===== config.mk =====
export PLATFORM = sky130hd
export DESIGN_NAME = adaptive_eq_control
export DESIGN_NICKNAME = d
export VERILOG_FILES = /design/src/include/adaptive_eq_pkg.sv /design/src/adaptive_eq_control.sv
export SDC_FILE = /design/constraint.sdc
export NUM_CORES = 1
export LEC_CHECK = 0
export BUFFER_PORTS_ARGS = -buffer_cell sky130_fd_sc_hd__buf_4
export CAP_MARGIN = 5
export CORE_MARGIN = 2
export CORE_UTILIZATION = 45
export CTS_CLUSTER_DIAMETER = 120
export DETAILED_ROUTE_END_ITERATION = 8
export PLACE_DENSITY = 0.75
export SETUP_SLACK_MARGIN = 0.4
export SYNTH_ARGS = -nofsm -noshare
export SYNTH_HDL_FRONTEND = slang
export SYNTH_SLANG_ARGS = --single-unit

===== constraint.sdc =====
create_clock -name clk -period 10.6 [get_ports clk]
set_input_delay 2.12 -clock clk [delete_from_list [all_inputs] [get_ports clk]]
set_output_delay 2.12 -clock clk [all_outputs]
set_load 0.02 [all_outputs]

===== src/include/adaptive_eq_pkg.sv =====
package adaptive_eq_pkg;

   ////////////////////////////////////////////////////////////////////////////
   // Register offsets
   localparam logic [7:0] ADDR_FILTER_LIMITS = 8'h41;
   localparam logic [7:0] ADDR_ADAPT_CTL     = 8'h42;
   localparam logic [7:0] ADDR_ERR_THOLD     = 8'h43;
   localparam logic [7:0] ADDR_RSVD_A        = 8'h44;
   localparam logic [7:0] ADDR_RSVD_B        = 8'h45;
   localparam logic [7:0] ADDR_PORT_SEL      = 8'h4C;
   localparam logic [7:0] ADDR_ADAPT_STATUS  = 8'h4E;

   ////////////////////////////////////////////////////////////////////////////
   // Field positions
   localparam int CTL_ERR_SEL_LSB  = 4;
   localparam int CTL_ORDER_BIT    = 3;
   localparam int CTL_TWO_STEP_BIT = 2;
   localparam int CTL_OUTER_BIT    = 1;
   localparam int CTL_FILT_EN_BIT  = 0;
   localparam int PSEL_RD_LSB      = 4;
   localparam int LIMIT_MAX_LSB    = 4;
   localparam int STAT_BUSY_BIT    = 7;
   localparam int STAT_PASS_BIT    = 6;

   ////////////////////////////////////////////////////////////////////////////
   // Reset values and masks
   localparam logic [7:0] CTL_RESET      = 8'h71;
   localparam logic [7:0] CTL_WR_MASK    = 8'h7F;
   localparam logic [7:0] THOLD_RESET    = 8'h01;
   localparam logic [3:0] FILT_MAX_RESET = 4'hA;
   localparam logic [3:0] FILT_MIN_RESET = 4'h9;
   localparam logic [7:0] PORT_SEL_RESET = 8'h01;
   localparam logic [7:0] PORT_SEL_MASK  = 8'h3F;

   ////////////////////////////////////////////////////////////////////////////
   // Setting ranges
   localparam logic [3:0] FILT_MID    = 4'h7;
   localparam logic [3:0] FILT_TOP    = 4'hE;
   localparam logic [3:0] EQ_MAX      = 4'hF;
   localparam logic [7:0] ERR_CNT_MAX = 8'hFF;

   // Adaptation sequencer states
   typedef enum logic [1:0] {
      ST_IDLE = 2'b00,
      ST_WAIT = 2'b01,
      ST_NEXT = 2'b10
   } adapt_state_t;

endpackage


===== src/adaptive_eq_control.sv =====
`timescale 1ns/1ps
`default_nettype none

// Behaviour
// - Error checking runs while any bit of the three-bit error select is set.
// - Selected errors are accumulated over the second half of the relock period.
// - Accumulated errors above threshold step to the next equalizer or filter setting.
// - Select bit 2 counts clock errors, bit 1 sequence errors, bit 0 parity.
// - Order bit 0 starts filter at largest delay; 1 starts at midpoint.
// - Two-step clear: wait full period, check lock; set: wait half, count half.
// - In two-step mode any selected error in the second half advances to next setting at once.
// - Outer-loop bit 0: equalizer inner loop; 1: filter inner loop.
// - Filter-adapt enable, set at reset, includes filter stepping in adaptation.
// - Eight-bit read-write error threshold, reset value one.
// - Reads go to port in bits 5:4; writes to each port enabled in 3:0.
// - Filter settings stay 0 to 14, midpoint 7, reset value 0; sweeps stay within programmed limits.
module adaptive_eq_control
   import adaptive_eq_pkg::*;
(
   input  wire logic        clk,
   input  wire logic        sys_rst,
   input  wire logic [7:0]  reg_addr,
   input  wire logic [7:0]  reg_wdata,
   input  wire logic        reg_wr,
   input  wire logic        reg_rd,
   output var  logic [7:0]  reg_rdata,
   input  wire logic [15:0] relock_period_setting,
   input  wire logic        adapt_start,
   input  wire logic        link_lock,
   input  wire logic        err_clock_pattern,
   input  wire logic        err_control_channel_sequence,
   input  wire logic        err_parity,
   output var  logic [3:0]  eq_setting,
   output var  logic [3:0]  strobe_filter_setting,
   output var  logic        adapt_busy,
   output var  logic        adapt_done,
   output var  logic        adapt_pass,
   output var  logic [1:0]  port_read_select,
   output var  logic [3:0]  port_write_enable
);

   ////////////////////////////////////////////////////////////////////////////
   // State

   typedef struct packed {
      adapt_state_t state;
      logic [7:0]   ctl;
      logic [7:0]   thold;
      logic [3:0]   fmax;
      logic [3:0]   fmin;
      logic [7:0]   psel;
      logic [15:0]  timer;
      logic [7:0]   err_cnt;
      logic [3:0]   eq;
      logic [3:0]   filt;
      logic [3:0]   fsteps;
      logic         busy;
      logic         pass;
      logic         done;
      logic [7:0]   rdata;
   } eq_state_t;

   eq_state_t   s_reg;
   eq_state_t   s_next;
   logic [2:0]  errs;
   logic [1:0]  n_err;
   logic [8:0]  cnt_sum;
   logic [7:0]  cnt_nx;
   logic        counting;
   logic        period_end;
   logic [3:0]  span;
   logic        eq_last;
   logic        filt_last;
   logic        two_step;

   ////////////////////////////////////////////////////////////////////////////
   // Helpers

   // First filter value of a sweep
   function automatic logic [3:0] filt_start(input logic       order,
                                             input logic [3:0] lo,
                                             input logic [3:0] hi);
      logic [3:0] v;
      if (order) begin
         v = FILT_MID;
         if (v < lo) begin
            v = lo;
         end else if (v > hi) begin
            v = hi;
         end
      end else begin
         v = hi;
      end
      return v;
   endfunction

   // Next filter value, wrapping inside the limits
   function automatic logic [3:0] filt_step(input logic       order,
                                            input logic [3:0] cur,
                                            input logic [3:0] lo,
                                            input logic [3:0] hi);
      logic [3:0] v;
      if (order) begin
         v = (cur >= hi) ? lo : cur + 4'h1;
      end else begin
         v = (cur <= lo) ? hi : cur - 4'h1;
      end
      return v;
   endfunction

   // Limit writes to the legal filter range
   function automatic logic [3:0] filt_clip(input logic [3:0] v);
      return (v > FILT_TOP) ? FILT_TOP : v;
   endfunction

   ////////////////////////////////////////////////////////////////////////////
   // Error accumulation and period timing

   always_comb begin
      errs       = {err_clock_pattern, err_control_channel_sequence, err_parity}
                   & s_reg.ctl[CTL_ERR_SEL_LSB +: 3];
      n_err      = {1'b0, errs[0]} + {1'b0, errs[1]} + {1'b0, errs[2]};
      counting   = (s_reg.state == ST_WAIT)
                   && (s_reg.timer >= (relock_period_setting >> 1));
      cnt_sum    = {1'b0, s_reg.err_cnt} + {7'h00, n_err};
      cnt_nx     = !counting ? s_reg.err_cnt
                   : (cnt_sum[8] ? ERR_CNT_MAX : cnt_sum[7:0]);
      period_end = ({1'b0, s_reg.timer} + 17'h00001)
                   >= {1'b0, relock_period_setting};
      span       = (s_reg.fmax > s_reg.fmin) ? s_reg.fmax - s_reg.fmin : 4'h0;
      eq_last    = (s_reg.eq == EQ_MAX);
      filt_last  = (s_reg.fsteps >= span);
      two_step   = s_reg.ctl[CTL_TWO_STEP_BIT];
   end

   ////////////////////////////////////////////////////////////////////////////
   // Next-state logic

   always_comb begin
      s_next       = s_reg;
      s_next.done  = 1'b0;
      s_next.rdata = 8'h00;

      // Register writes
      if (reg_wr) begin
         if (reg_addr == ADDR_FILTER_LIMITS) begin
            s_next.fmax = filt_clip(reg_wdata[LIMIT_MAX_LSB +: 4]);
            s_next.fmin = filt_clip(reg_wdata[3:0]);
         end else if (reg_addr == ADDR_ADAPT_CTL) begin
            s_next.ctl = reg_wdata & CTL_WR_MASK;
         end else if (reg_addr == ADDR_ERR_THOLD) begin
            s_next.thold = reg_wdata;
         end else if (reg_addr == ADDR_PORT_SEL) begin
            s_next.psel = reg_wdata & PORT_SEL_MASK;
         end
      end

      // Register reads, answered next cycle
      if (reg_rd) begin
         if (reg_addr == ADDR_FILTER_LIMITS) begin
            s_next.rdata = {s_reg.fmax, s_reg.fmin};
         end else if (reg_addr == ADDR_ADAPT_CTL) begin
            s_next.rdata = s_reg.ctl;
         end else if (reg_addr == ADDR_ERR_THOLD) begin
            s_next.rdata = s_reg.thold;
         end else if (reg_addr == ADDR_PORT_SEL) begin
            s_next.rdata = s_reg.psel;
         end else if (reg_addr == ADDR_ADAPT_STATUS) begin
            s_next.rdata = {s_reg.busy, s_reg.pass, 2'b00, s_reg.eq};
         end else begin
            s_next.rdata = 8'h00;
         end
      end

      // Adaptation sequencer
      case (s_reg.state)
         ST_IDLE: begin
            if (adapt_start) begin
               s_next.state   = ST_WAIT;
               s_next.busy    = 1'b1;
               s_next.pass    = 1'b0;
               s_next.eq      = 4'h0;
               s_next.filt    = filt_start(s_reg.ctl[CTL_ORDER_BIT],
                                           s_reg.fmin, s_reg.fmax);
               s_next.fsteps  = 4'h0;
               s_next.timer   = 16'h0000;
               s_next.err_cnt = 8'h00;
            end
         end
         ST_WAIT: begin
            s_next.timer   = s_reg.timer + 16'h0001;
            s_next.err_cnt = cnt_nx;
            if (two_step && counting && (n_err != 2'b00)) begin
               s_next.state = ST_NEXT;
            end else if (period_end) begin
               if (cnt_nx > s_reg.thold) begin
                  s_next.state = ST_NEXT;
               end else if (!two_step && !link_lock) begin
                  s_next.state = ST_NEXT;
               end else begin
                  s_next.state = ST_IDLE;
                  s_next.busy  = 1'b0;
                  s_next.pass  = 1'b1;
                  s_next.done  = 1'b1;
               end
            end
         end
         ST_NEXT: begin
            s_next.state   = ST_WAIT;
            s_next.timer   = 16'h0000;
            s_next.err_cnt = 8'h00;
            if (!s_reg.ctl[CTL_FILT_EN_BIT]) begin
               if (eq_last) begin
                  s_next.state = ST_IDLE;
               end else begin
                  s_next.eq = s_reg.eq + 4'h1;
               end
            end else if (!s_reg.ctl[CTL_OUTER_BIT]) begin
               // Equalizer inner, filter outer
               if (!eq_last) begin
                  s_next.eq = s_reg.eq + 4'h1;
               end else if (!filt_last) begin
                  s_next.eq     = 4'h0;
                  s_next.filt   = filt_step(s_reg.ctl[CTL_ORDER_BIT], s_reg.filt,
                                            s_reg.fmin, s_reg.fmax);
                  s_next.fsteps = s_reg.fsteps + 4'h1;
               end else begin
                  s_next.state = ST_IDLE;
               end
            end else begin
               // Filter inner, equalizer outer
               if (!filt_last) begin
                  s_next.filt   = filt_step(s_reg.ctl[CTL_ORDER_BIT], s_reg.filt,
                                            s_reg.fmin, s_reg.fmax);
                  s_next.fsteps = s_reg.fsteps + 4'h1;
               end else if (!eq_last) begin
                  s_next.eq     = s_reg.eq + 4'h1;
                  s_next.filt   = filt_start(s_reg.ctl[CTL_ORDER_BIT],
                                             s_reg.fmin, s_reg.fmax);
                  s_next.fsteps = 4'h0;
               end else begin
                  s_next.state = ST_IDLE;
               end
            end
            if (s_next.state == ST_IDLE) begin
               s_next.busy = 1'b0;                                       // Sweep exhausted
               s_next.done = 1'b1;
            end
         end
         default: begin
            s_next.state = ST_IDLE;
         end
      endcase
   end

   ////////////////////////////////////////////////////////////////////////////
   // State register

   always_ff @(posedge clk) begin
      if (sys_rst) begin
         s_reg         <= '0;
         s_reg.state   <= ST_IDLE;
         s_reg.ctl     <= CTL_RESET;
         s_reg.thold   <= THOLD_RESET;
         s_reg.fmax    <= FILT_MAX_RESET;
         s_reg.fmin    <= FILT_MIN_RESET;
         s_reg.psel    <= PORT_SEL_RESET;
      end else begin
         s_reg <= s_next;
      end
   end

   // Outputs straight from the state register
   assign reg_rdata             = s_reg.rdata;
   assign eq_setting            = s_reg.eq;
   assign strobe_filter_setting = s_reg.filt;
   assign adapt_busy            = s_reg.busy;
   assign adapt_done            = s_reg.done;
   assign adapt_pass            = s_reg.pass;
   assign port_read_select      = s_reg.psel[PSEL_RD_LSB +: 2];
   assign port_write_enable     = s_reg.psel[3:0];
endmodule

`default_nettype wire


== Word level (Yosys, flattened, before mapping) ==
Cells that the tools add are included.

* Add/sub/neg operators: 10
* $lt $le $gt $ge: 11
* Equal/unequal tests: 21
* Muxes and demuxes: 51
* Bitwise logic cells: 5
* Reductions and logical operators: 23

{| class="wikitable"
|+ Operators by type and width
! cell !! count
|-
| 2-to-1 mux 8 bit || 10
|-
| case mux 24 bit (3 select lines) || 1
|-
| 2-to-1 mux 4 bit || 13
|-
| equality test 8 x 7 -> 1 bit, second input constant || 5
|-
| 2-to-1 mux 38 bit || 1
|-
| 2-to-1 mux 12 bit || 3
|-
| case mux 12 bit (2 select lines) || 1
|-
| 2-to-1 mux 2 bit || 9
|-
| adder 16 x 1 -> 17 bit, second input constant || 1
|-
| greater-or-equal comparator 17 x 16 -> 1 bit || 1
|-
| adder 16 x 1 -> 16 bit, second input constant || 1
|-
| greater-or-equal comparator 16 x 15 -> 1 bit || 1
|-
| inequality test 2 bit, second input constant || 7
|-
| adder 4 x 1 -> 4 bit, second input constant || 3
|-
| 2-to-1 mux 3 bit || 4
|-
| inequality test 3 bit, second input constant || 4
|-
| AND reduction 6 bit || 2
|-
| AND reduction 5 bit || 2
|-
| adder 8 x 2 -> 9 bit || 1
|-
| greater-or-equal comparator 4 bit || 2
|-
| greater-than comparator 4 bit, second input constant || 2
|-
| greater-than comparator 8 bit || 1
|-
| AND reduction 7 bit || 1
|-
| case mux 2 bit (3 select lines) || 1
|-
| other kinds (27) || 44
|}

* Bits in registers: 78
* Bits of input ports: 41
* Output and inout port bits: 25
* Logic and storage cells: 136

== Longest topological paths before layout ==
Gate-level depths: netlist (run 1).

* Depth after elaboration: 11
* Gate-level depth with buffers: 18
* Mapped depth without buffers: 18

== Worst setup path before layout (run 1) ==
Ideal clock, no wire load.

* Kind: input to register
* Start point: input port err_control_channel_sequence
* End point: register s_reg (netlist bit adapt_busy)
* Data arrival time: 5663 ps
* Path slack: 4814 ps
* Cell stages on the path: 16
* Buffers on the path: 0
* Path through: and2_1 fa_1 ha_1 fa_1 nand2_1 nor2_1 nand3_1 nand2_1 mux2_2 ha_1 a211oi_1 nor2_1 o41a_1 o21ai_0 o21bai_1 mux2_1

* Longest elaborated chain between the ends: 9
* Elaborated cells on any way between the ends: 12
* Those cells by class: add/sub: 3; order compare: 1; eq/ne: 2; mux: 2; bitwise: 1; reduce/logical: 3

{| class="wikitable"
|+ RTL lines
! element !! RTL line !! source
|-
| from (decl) || adaptive_eq_control.sv:31 || <nowiki>input wire logic err_control_channel_sequence,</nowiki>
|-
| AND 3 bit (*) || adaptive_eq_control.sv:121 || <nowiki>& s_reg.ctl[CTL_ERR_SEL_LSB +: 3];</nowiki>
|-
| adder 1 x 1 -> 2 bit (*) || adaptive_eq_control.sv:122 || <nowiki>n_err = {1'b0, errs[0]} + {1'b0, errs[1]} + {1'b0, errs[2]};</nowiki>
|-
| adder 2 x 1 -> 2 bit (*) || adaptive_eq_control.sv:122 ||
|-
| adder 8 x 2 -> 9 bit || adaptive_eq_control.sv:125 || <nowiki>cnt_sum = {1'b0, s_reg.err_cnt} + {7'h00, n_err};</nowiki>
|-
| 2-to-1 mux 8 bit || adaptive_eq_control.sv:127 || <nowiki>: (cnt_sum[8] ? ERR_CNT_MAX : cnt_sum[7:0]);</nowiki>
|-
| 2-to-1 mux 8 bit || adaptive_eq_control.sv:126 || <nowiki>cnt_nx = !counting ? s_reg.err_cnt</nowiki>
|-
| greater-than comparator 8 bit || adaptive_eq_control.sv:196 || <nowiki>if (cnt_nx > s_reg.thold) begin</nowiki>
|-
| inequality test 2 bit (no line) || -- ||
|-
| AND reduction 7 bit (no line) (*) || -- ||
|-
| to (signal assigned) || adaptive_eq_control.sv:269 || <nowiki>s_reg <= s_next;</nowiki>
|-
| to (decl) || adaptive_eq_control.sv:63 || <nowiki>eq_state_t s_reg;</nowiki>
|}

Every way passes the cells marked *; elsewhere a longest branch is shown, timed or not.
A chain may end at the register's enable or synchronous reset.

== Final worst setup path (run 1) ==
* Start point: input port relock_period_setting[14]
* End point: register s_reg (netlist bit adapt_busy)

* Longest elaborated chain between the ends: 6
* Elaborated cells on any way between the ends: 11
* Those cells by class: order compare: 3; eq/ne: 3; mux: 1; reduce/logical: 4

{| class="wikitable"
|+ RTL lines
! element !! RTL line !! source
|-
| from (decl) || adaptive_eq_control.sv:27 || <nowiki>input wire logic [15:0] relock_period_setting,</nowiki>
|-
| greater-or-equal comparator 16 x 15 -> 1 bit || adaptive_eq_control.sv:124 || <nowiki>&& (s_reg.timer >= (relock_period_setting >> 1));</nowiki>
|-
| logical AND 1 bit || adaptive_eq_control.sv:124 ||
|-
| 2-to-1 mux 8 bit or logical AND 1 bit (tied branches) || adaptive_eq_control.sv:126, adaptive_eq_control.sv:193 ||
|-
| greater-than comparator 8 bit or logical AND 1 bit (tied branches) || adaptive_eq_control.sv:196, adaptive_eq_control.sv:193 ||
|-
| inequality test 2 bit (no line) || -- ||
|-
| AND reduction 7 bit (no line) (*) || -- ||
|}

Marked as above.

==> results by group, run 1 <==
Power and ir drop
  – PD cells: 113.9 nW/um^2
  – Leak: about 0.0028 uW
  – Worst IR Drop VDD: approximately 0.073 mV
  – Pwr Total: about 740 uW

Timing
  – Final Cycle Share: 0.5759
  – Setup TNS: 0 ps
  – Worst Skew: roughly 8 ps
  – Endpoints failing hold: 0
  – RSZ-0062 raised after global routing: false
  – Final setup fails: 0
  – Final Critical Period: 6105 ps
  – Worst slew pin tran: between 1000 and 1500 ps
  – Final count of pins violating max slew: 0
  – Fmax: 0.1638 GHz
  – Max_slew headroom: 0.2981

Synthesis
  – Dominant cell by count in the synthesized netlist: nand2_1
  – Mapped Cells: approximately 730
  – Syn avg cell area: approximately 8 um^2
  – Predominant post-synthesis flop cell: dfxtp_1
  – Ys async rst share: 0
  – Synth area leaders: dfxtp_1 27%, ha_1 14%, a21oi_1 5.4%, nand2_1 5.3%, nor2_1 4.6%
  – Post-synth EDFFs: 0
  – Register area share after synthesis: 0.2686
  – Post-Syn Area: approximately 5800 um^2
  – Register bit total from synthesis: 78
  – Top cell type by total area after synthesis: dfxtp_1
  – Yosys cell types: 69
  – Yosys top cell area share: 0.2686
  – Syn Nets: 839
  – Yosys warns: 0
  – Post-synth top cells: 82 x nand2_1, 78 x dfxtp_1, 71 x nor2_1

Worst hold path
  – Min-Delay Startpoint: s_reg[68]$_SDFFE_PP0P_
  – Worst Hold Class: register to register

Detailed routing
  – Routed WL: roughly 14,000 um
  – Drt pass-1 iters: 5
  – Avg WL per Cell: around 15 um
  – Initial DRC Count: roughly 380
  – Via/cell ratio: roughly 5.7
  – DRT antenna net count: 0
  – DRC viols: 0
  – Routed vias: 5,293

Clock network
  – CTS tree: done
  – CTS sink cnt: roughly 80
  – Root Buffer: clkbuf_16
  – Clock transition at the registers of the reported paths: about 60 ps
  – # hold bufs at CTS: 0
  – CTS Buffer Depth: 2
  – Skew-Pair Late Insertion Delay: roughly 350 ps
  – H-tree Lvls: 3
  – Num CTS Buffers: 9
  – Postcts setup bufs: 0
  – PostCTS Resize Cnt: 0

Global routing
  – Tot GR Track Use: 0.2114
  – GR Overflow Total: 0
  – Largest net degree at the start of global routing: 55
  – Global-route wire length before repair: roughly 24,000 um
  – Number of global-route vias before repair: a little under 5k
  – Antenna violations before repair: 0

Layout
  – Antenna Cells: 0
  – Area growth from synthesis to layout: 12.48%
  – Max reg flops: 53
  – Final #Nets: 868
  – Filler Cell Count: approximately 1.3k
  – Share of cells above drive strength 1: 0.1284

Setup path
  – Critical Path RT: 10,830 ps
  – Critical Path Start Type: primary input
  – WP data arrival: about 6300 ps
  – WS Path Type: primary input to register
  – Setup slack, reg-to-reg: about 6000 ps
  – Crit path max fanout: 12
  – Worst Setup SP: relock_period_setting[14]
  – Reg-to-reg startpoint: s_reg[44]$_SDFFE_PP0P_
  – Critical path capture point type: register

Place
  – Port buffer count: 65
  – Placer Congestion: approximately 0.90
  – Post-DP HPWL: 10,690 um

Outcome
  – Status: completed

Floorplan
  – Initial core utilization: 0.4607
  – Die W: 117.7 um
  – Die H: between 100 and 150 um
  – Total number of placement rows: 41
  – Core box area: 12,620 um^2
  – Full die area: roughly 14,000 um^2
  – # IOs: 66

Run
  – # Max-Cap Violations: 0
path summary, 6_finish.rpt:
| kind | to | depth (start not counted) |
|---|---|---|
| hold / removal | s_reg[68]$_SDFFE_PP0P_ | 2 |
| hold reg to reg | s_reg[68]$_SDFFE_PP0P_ | 2 |
| setup / recovery | adapt_busy$_SDFFE_PP0P_ | 17 |
| setup reg to reg | adapt_busy$_SDFFE_PP0P_ | 15 |
worst max-delay path, cell delays in order:
cell and delay, ps:
buf_4 110, inv_1 80, ha_1 240, a21o_1 200, a211oi_1 390, o311ai_1 200, o21ai_1 710, nor2_1 340
mux2_2 360, ha_1 280, nor2b_1 140, o21bai_1 130, a21oi_1 80, o41a_1 380, o21ai_0 180, o21bai_1 100
mux2_1 310
logic make-up after synthesis:
group | share of synthesized area
XOR/XNOR | 0.03013
flip-flops | 0.2686
buffers and inverters | 0.08027
AO/OA/AOI/OAI | 0.2027
AND/OR/NAND/NOR | 0.2094
adder cells (fa/ha/maj) | 0.1524
multiplexers | 0.05659
cells in the final DEF, fill, tap and decap left out, types with 9 or more instances in the layout:
cell       synthesis  layout
ha_1              66      66
nand2_1           82      82
inv_1             47      47
a21o_1            12      12
clkbuf_16          0       9
nor3_1            16      16
o21ai_0           29      29
mux2i_1           25      25
xnor2_1           16      16
buf_4             22      66
nand4_1           11      11
nand3_1           25      25
dfxtp_1           78      78
a21oi_1           63      63
nor2_1            71      71
nand2b_1          10      10
layout make-up:
class	count	area, um^2	area share
Clock buffer	9	225.2	0.03444
Clock inverter	7	80.08	0.01224
Inverter	47	176.4	0.02698
Multi-Input combinational cell	556	3786	0.5789
Sequential cell	78	1562	0.2388
Tap cell	172	215.2	0.03291
Timing Repair Buffer	66	495.5	0.07576
per-layer routing:
metal	part of all wire	global-route usage	routed length (um)	up-vias
met4	0.022	0.08886	316	0
met1	0.47	0.2917	6811	2461
li1	-	-	-	2653
met3	0.056	0.03343	808	23
met5	0	0	0	-
met2	0.45	0.3278	6479	156
metrics by stage:
stage	util	instance area (um^2)	hold WS, ps	cells	setup slack [ps]
after floorplan	-	5814	433.8	729	4814
after global placement	0.4941	6235	441.2	919	4374
after detailed placement	0.4941	6235	446.7	919	4267
after CTS	0.5182	6540	455.6	935	4599
after global routing	0.5182	6540	468.5	935	4144
final	0.5182	6540	457.6	935	4495
report_power, final:
part	total (uW)	internal (uW)	leakage (uW)	switching [uW]
clock network	322	186	0.000148	136
logic	117	48.2	0.00200	69.2
registers	305	298	0.000630	7.92
total	745	531	0.00278	213
No activity file was read; power rests on OpenSTA's default activity.
==> run 2, diff against run 1 <==
- clock period: 10.6 -> 6.28 ns (I/O delays scaled with it)
==> run 2 against run 1 <==
Net effect: total power rose by 73%; critical endpoint unchanged; largest power group unchanged; via count is 0.55% higher; critical path type unchanged; sequential cell count unchanged; setup slack worse by 3300 ps; non-clock buffer count up 3; clock power up 78%; global-route usage grew 0.32 points.
==> results by group, run 2 (synthesized netlist as in run 1, its figures left out) <==
Clock network
  – CTS sink cnt: 78 (unchanged)
  – Postcts setup bufs: 0 (unchanged)
  – PostCTS Resize Cnt: 0 (unchanged)
  – CTS tree: done
  – Skew-Pair Late Insertion Delay: 340 ps (about the same)
  – Root Buffer: clkbuf_16
  – H-tree Lvls: 3 (unchanged)
  – Clock transition at the registers of the reported paths: 60 ps (about the same)
  – Num CTS Buffers: 9 (unchanged)
  – # hold bufs at CTS: 0 (unchanged)
  – CTS Buffer Depth: 2 (unchanged)

Timing
  – Worst Skew: 9.053 ps (+1.245 ps)
  – Max_slew headroom: 0.4688 (+0.1707)
  – Final setup fails: 0 (unchanged)
  – Final Critical Period: ~5000 ps
  – Endpoints failing hold: 0 (unchanged)
  – Worst slew pin tran: 790.2 ps (-259.8 ps)
  – Final count of pins violating max slew: 0 (unchanged)
  – RSZ-0062 raised after global routing: false
  – Fmax: just under 0.2 GHz
  – Final Cycle Share: 0.8022
  – Setup TNS: 0 ps (unchanged)

Place
  – Placer Congestion: 0.8947 (-1.1%)
  – Placed instance count: 922 (+0.33%)
  – Port buffer count: 65 (unchanged)
  – Post-DP HPWL: 10,580 um (-1.0%)

Power and ir drop
  – Combinational fraction of design power: 0.156 (-0.002)
  – Leak: 0.002799 uW (+0.71%)
  – Sw power: 351.0 uW (+65%)
  – Switching Fraction: 0.2726 (-0.01374)
  – PD cells: 195.7 nW/um^2 (+72%)
  – Clock network power share: 0.444 (+0.012)
  – Int Pwr: 936.7 uW (+76%)
  – Worst IR Drop VDD: 0.1397 mV (+90%)
  – Sequential share of power: 0.400 (-0.010)

Detailed routing
  – DR WL met2: 6552 um (+1.1%)
  – DRT antenna net count: 0 (unchanged)
  – DRC viols: 0 (unchanged)
  – Top routing layer in use: met4
  – Initial DRC Count: 395 (+5.3%)
  – Via/cell ratio: 5.674 (+0.23%)
  – Avg WL per Cell: 15.42 um (about the same)
  – Routed vias: 5,322 (+0.55%)
  – Wl on met1: 6783 um (-0.41%)
  – Routed WL: 14,460 um (+0.31%)
  – WL met3: 846 um (+4.7%)
  – Drt pass-1 iters: 5 (unchanged)

Layout
  – Non-filler cells, final: 938 (+0.32%)
  – Area growth from synthesis to layout: 13.17%
  – Commonest non-fill, non-tap cell in the layout: nand2_1
  – Antenna Cells: 0 (unchanged)
  – Most used cells in the layout excluding fill and tap cells: 82 x nand2_1, 78 x dfxtp_1, 71 x nor2_1, 69 x buf_4, 66 x ha_1
  – Final #Nets: 871 (+0.35%)
  – Share of cells above drive strength 1: 0.1305 (+0.002108)
  – Max reg flops: 53 (unchanged)

Global routing
  – GR Overflow Total: 0 (unchanged)
  – Number of global-route vias before repair: 5,187 (+5.1%)
  – Tot GR Track Use: 0.2146 (+0.003164)
  – Antenna violations before repair: 0 (unchanged)
  – Largest net degree at the start of global routing: 55 (unchanged)
  – Global-route wire length before repair: 25,050 um (+3.8%)

Setup path
  – Critical path capture point type: register
  – Slowest cell on crit path: fa_1
  – WS Path Type: primary input to register
  – Crit path max fanout: 9 (-3)
  – Critical Path Start Type: primary input
  – Critical Path RT: 6500 ps (-4330 ps)
  – Crit-path cells: buf_4 -> and2_1 -> fa_1 -> ha_1 -> fa_1 -> nand2_1 -> nor2_1 -> nand3_1 -> nand2_1 -> mux2_2 -> ha_1 -> a211oi_1 -> nor2_1 -> o41a_1 -> o21ai_0 -> o21bai_1 -> mux2_1
  – WP data arrival: 5260 ps (-1080 ps)
  – Crit path largest cell delay: 490 ps (-220 ps)

Run
  – # Max-Cap Violations: 0 (unchanged)

Outcome
  – Status: completed

Floorplan
  – Total number of placement rows: 41 (unchanged)
  – Die W: 117.7 um (unchanged)
  – # IOs: 66 (unchanged)
  – Initial core utilization: 0.4607 (unchanged)
  – Die H: 117.7 um (unchanged)
  – Core box area: 12,620 um^2 (unchanged)
  – Full die area: 13,850 um^2 (unchanged)

Worst hold path
  – Worst Hold Class: register to register
-- run 2: cell count changes in the layout (fill, tap and decap cells not counted) --
cell / before / now
clkinv_2: 1 / 0
buf_4: 66 / 69
bufinv_16: 1 / 2
inv_8: 1 / 0
clkbuf_1: 0 / 1
-- run 2: power by group through the flow --
stage	clock, uW	sequential (uW)	combinational, uW
after floorplan	0	524	138
after detailed placement	0	527	199
final	572	515	200
after global placement	0	526	195
after global routing	601	517	225
after CTS	578	515	200
-- run 2: per-stage QoR --
step	hold slack, ps	worst slack [ps]	utilization	power [uW]	instance area, um^2
floorplan	433.8	1358	-	661.2	5814
global placement	442.2	1033	0.4958	721.4	6257
detailed placement	446.5	941.5	0.4958	725.1	6257
CTS	455.2	1276	0.5214	1293	6580
global route	488.9	964.5	0.5214	1343	6580
finish	458.9	1242	0.5214	1288	6580
-- run 2: layout make-up --
class	instances	area, um^2
Clock buffer	10	229.0
Clock inverter	6	93.84
Fill cell	1210	6040
Inverter	47	176.4
Multi-Input combinational cell	556	3786
Sequential cell	78	1562
Tap cell	172	215.2
Timing Repair Buffer	69	518.0
-- run 2: path summary, 6_finish.rpt --
path / startpoint / endpoint / slack, ps / cells past startpoint
max: err_control_channel_sequence / adapt_busy$_SDFFE_PP0P_ / 1240 / 17
min: s_reg[67]$_SDFFE_PP0P_ / s_reg[67]$_SDFFE_PP0P_ / 460 / 2
max reg2reg: s_reg[76]$_SDFFE_PP1P_ / adapt_busy$_SDFFE_PP0P_ / 1910 / 16
min reg2reg: s_reg[67]$_SDFFE_PP0P_ / s_reg[67]$_SDFFE_PP0P_ / 460 / 2
-- run 2: critical path, delay by kind of cell --
kind	cells	cell delay (ps)
adders and majority gates	4	1470
AOI/OAI and AO/OA	4	970
and+or+nand+nor	6	890
muxes	2	580
buffers and inverters	1	100
-- run 2: routing by layer --
| layer | track usage | up-vias |
|---|---|---|
| met4 | 0.07229 | 0 |
| met3 | 0.03440 | 26 |
| met2 | 0.3401 | 172 |
| li1 | - | 2661 |
| met5 | 0 | - |
| met1 | 0.2968 | 2463 |
==> run 3, diff against run 2 <==
- PLACE_DENSITY: 0.75 -> 0.77
- clock period: 6.28 -> 4.6 ns (I/O delays scaled with it)
==> run 3 against run 2 <==
Net effect: clock power grew 40%; sequential share of layout area decreased by 1.1 points; clock skew shrank 2.4 ps; setup slack worse by 810 ps; sequential power is 37% higher; register-to-register slack got worse by 1200 ps; critical endpoint unchanged; largest power group unchanged.
==> results by group, run 3 (synthesized netlist as in run 1, its figures left out) <==
Outcome
  – Status: completed

Layout
  – Antenna Cells: 0 (unchanged)
  – Commonest non-fill, non-tap cell in the layout: nand2_1
  – Final #Nets: 882 (+1.3%)
  – Most used cells in the layout excluding fill and tap cells: 79 x nand2_1, 78 x dfxtp_1, 75 x buf_4, 68 x nor2_1
  – Reg area: 1562 um^2 (unchanged)
  – Filler Cell Count: 1,200 (-0.83%)
  – Share of cells above drive strength 1: 0.1828 (+0.05221)
  – Max reg flops: 53 (unchanged)
  – Area growth from synthesis to layout: 18.70%
  – Area of the multi-input gates: 4000 um^2 (+5.7%)

Timing
  – Max_slew headroom: 0.4359 (-0.03285)
  – Worst Skew: 6.640 ps (-2.412 ps)
  – Final setup fails: 0 (unchanged)
  – Final count of pins violating max slew: 0 (unchanged)
  – Final Critical Period: around 4200 ps
  – RSZ-0062 raised after global routing: true
  – Worst slew pin tran: 845.2 ps (+54.93 ps)
  – Final Cycle Share: 0.9053
  – Setup TNS: 0 ps (unchanged)
  – Endpoints failing hold: 0 (unchanged)
  – Fmax: 0.2401 GHz

Global routing
  – Tot GR Track Use: 0.2166 (+0.002029)
  – Antenna violations before repair: 0 (unchanged)
  – Number of global-route vias before repair: 5,111 (-1.5%)
  – Global-route wire length before repair: 24,780 um (-1.1%)
  – Largest net degree at the start of global routing: 55 (unchanged)
  – GR Overflow Total: 0 (unchanged)

Detailed routing
  – Initial DRC Count: 415 (+5.1%)
  – DRT antenna net count: 0 (unchanged)
  – Drt pass-1 iters: 5 (unchanged)
  – Avg WL per Cell: 16.00 um (+3.8%)
  – Routed WL: 15,190 um (+5.0%)
  – DRC viols: 0 (unchanged)
  – Routed vias: 5,441 (+2.2%)
  – Via/cell ratio: 5.733 (+1.1%)

Setup path
  – Critical Path Start Type: primary input
  – Critical path capture point type: register
  – Worst flop-to-flop path endpoint: adapt_busy$_SDFFE_PP0P_
  – Reg-to-reg startpoint: s_reg[31]$_SDFFE_PP0P_
  – Setup slack, reg-to-reg: 740 ps (-1170 ps)
  – Crit path max fanout: 5 (-4)
  – Critical Path RT: 4840 ps (-1660 ps)
  – WS Path Type: primary input to register
  – WP data arrival: 4400 ps (-860 ps)
  – Reg2reg path depth: 17 (+1)

Power and ir drop
  – Pwr Total: 1791 uW (+39%)
  – Worst IR Drop VDD: 0.2562 mV (+83%)
  – PD cells: 259.5 nW/um^2 (+33%)
  – Leak: 0.002926 uW (+4.5%)

Run
  – # Max-Cap Violations: 0 (unchanged)

Place
  – Post-DP HPWL: 10,850 um (+2.6%)
  – Placer Congestion: 0.8481 (-5.2%)
  – Port buffer count: 65 (unchanged)

Floorplan
  – Initial core utilization: 0.4607 (unchanged)
  – Full die area: 13,850 um^2 (unchanged)
  – Die W: 117.7 um (unchanged)
  – Total number of placement rows: 41 (unchanged)
  – Die H: 117.7 um (unchanged)
  – Core box area: 12,620 um^2 (unchanged)
  – # IOs: 66 (unchanged)

Clock network
  – Skew-Pair Late Insertion Delay: 350 ps (about the same)
  – H-tree Lvls: 3 (unchanged)
  – Root Buffer: clkbuf_16
  – CTS Buffer Depth: 2 (unchanged)
  – CTS tree: done
  – CTS sink cnt: 78 (unchanged)
  – Clock transition at the registers of the reported paths: 70 ps (about the same)
  – Num CTS Buffers: 9 (unchanged)

Worst hold path
  – Worst Hold Depth: 2 (unchanged)
  – Min-Delay Startpoint: s_reg[65]$_SDFFE_PP0P_
  – Worst Hold Class: register to register
  – WHS Endpoint: s_reg[65]$_SDFFE_PP0P_
-- run 3: changes by cell type in the layout (fill, tap and decap cells not counted), sizes merged --
cell / delta
buf: +10
clkbuf: -1
clkinvlp: +1
nand3: +1
-- run 3: critical path, stage by stage --
cell and delay (ps):
buf_4 110, inv_1 80, ha_1 240, a21o_1 210
a2111oi_1 560, a31oi_1 100, o21ai_2 140, buf_6 160
buf_6 110, nor4_4 40, mux2_4 320, ha_4 160
a211oi_2 230, nor2_1 60, o41a_1 430, o21ai_2 130
o21bai_1 100, mux2_1 310
-- run 3: area by class of cell --
| type | instances | area share |
|---|---|---|
| Sequential cell | 78 | 0.2263 |
| Inverter | 47 | 0.02556 |
| Multi-Input combinational cell | 557 | 0.5796 |
| Clock inverter | 7 | 0.01541 |
| Clock buffer | 9 | 0.03263 |
| Timing Repair Buffer | 79 | 0.08938 |
| Tap cell | 172 | 0.03118 |
-- run 3: layer usage --
metal	global-route usage	share of wire	routed length, um
met1	0.3012	0.46	6962
met2	0.3318	0.46	6982
met3	0.04264	0.060	909
met4	0.08057	0.022	332
met5	0	0	0
-- run 3: how the worst max path moves through the flow --
stage,start,endpoint,slack (ps),cells past startpoint
6_report,relock_period_setting[14],adapt_busy$_SDFFE_PP0P_,440,18
5_1_grt,relock_period_setting[15],adapt_busy$_SDFFE_PP0P_,320,18
4_1_cts,err_clock_pattern,adapt_busy$_SDFFE_PP0P_,410,18
3_5_place_dp,err_clock_pattern,adapt_busy$_SDFFE_PP0P_,30,17
3_3_place_gp,err_clock_pattern,adapt_busy$_SDFFE_PP0P_,90,18
2_1_floorplan,err_clock_pattern,adapt_busy$_SDFFE_PP0P_,300,17
-- run 3: per-stage QoR --
stage	cell area (um^2)	setup slack, ps	util	hold WS, ps	cells
after floorplan	5866	304.5	-	433.8	729
after global placement	6346	89.37	0.5029	441.7	927
after detailed placement	6346	33.23	0.5029	446.7	927
after CTS	6683	407.7	0.5295	456.2	943
after global routing	6902	316.6	0.5469	475.6	949
final	6902	435.8	0.5469	455.7	949
-- run 3: report_power, final --
group          internal, uW  switching, uW
logic                   120            166
registers               686           17.5
clock network           484            319
-- run 3: timing repair --
action / in CTS / in global routing
cloned: 0 / 1
pin swaps: 0 / 22
setup endpoints to repair: 1 / 4
resized for setup: 1 / 33
hold buffers: 0 / 0
setup buffers: 0 / 5
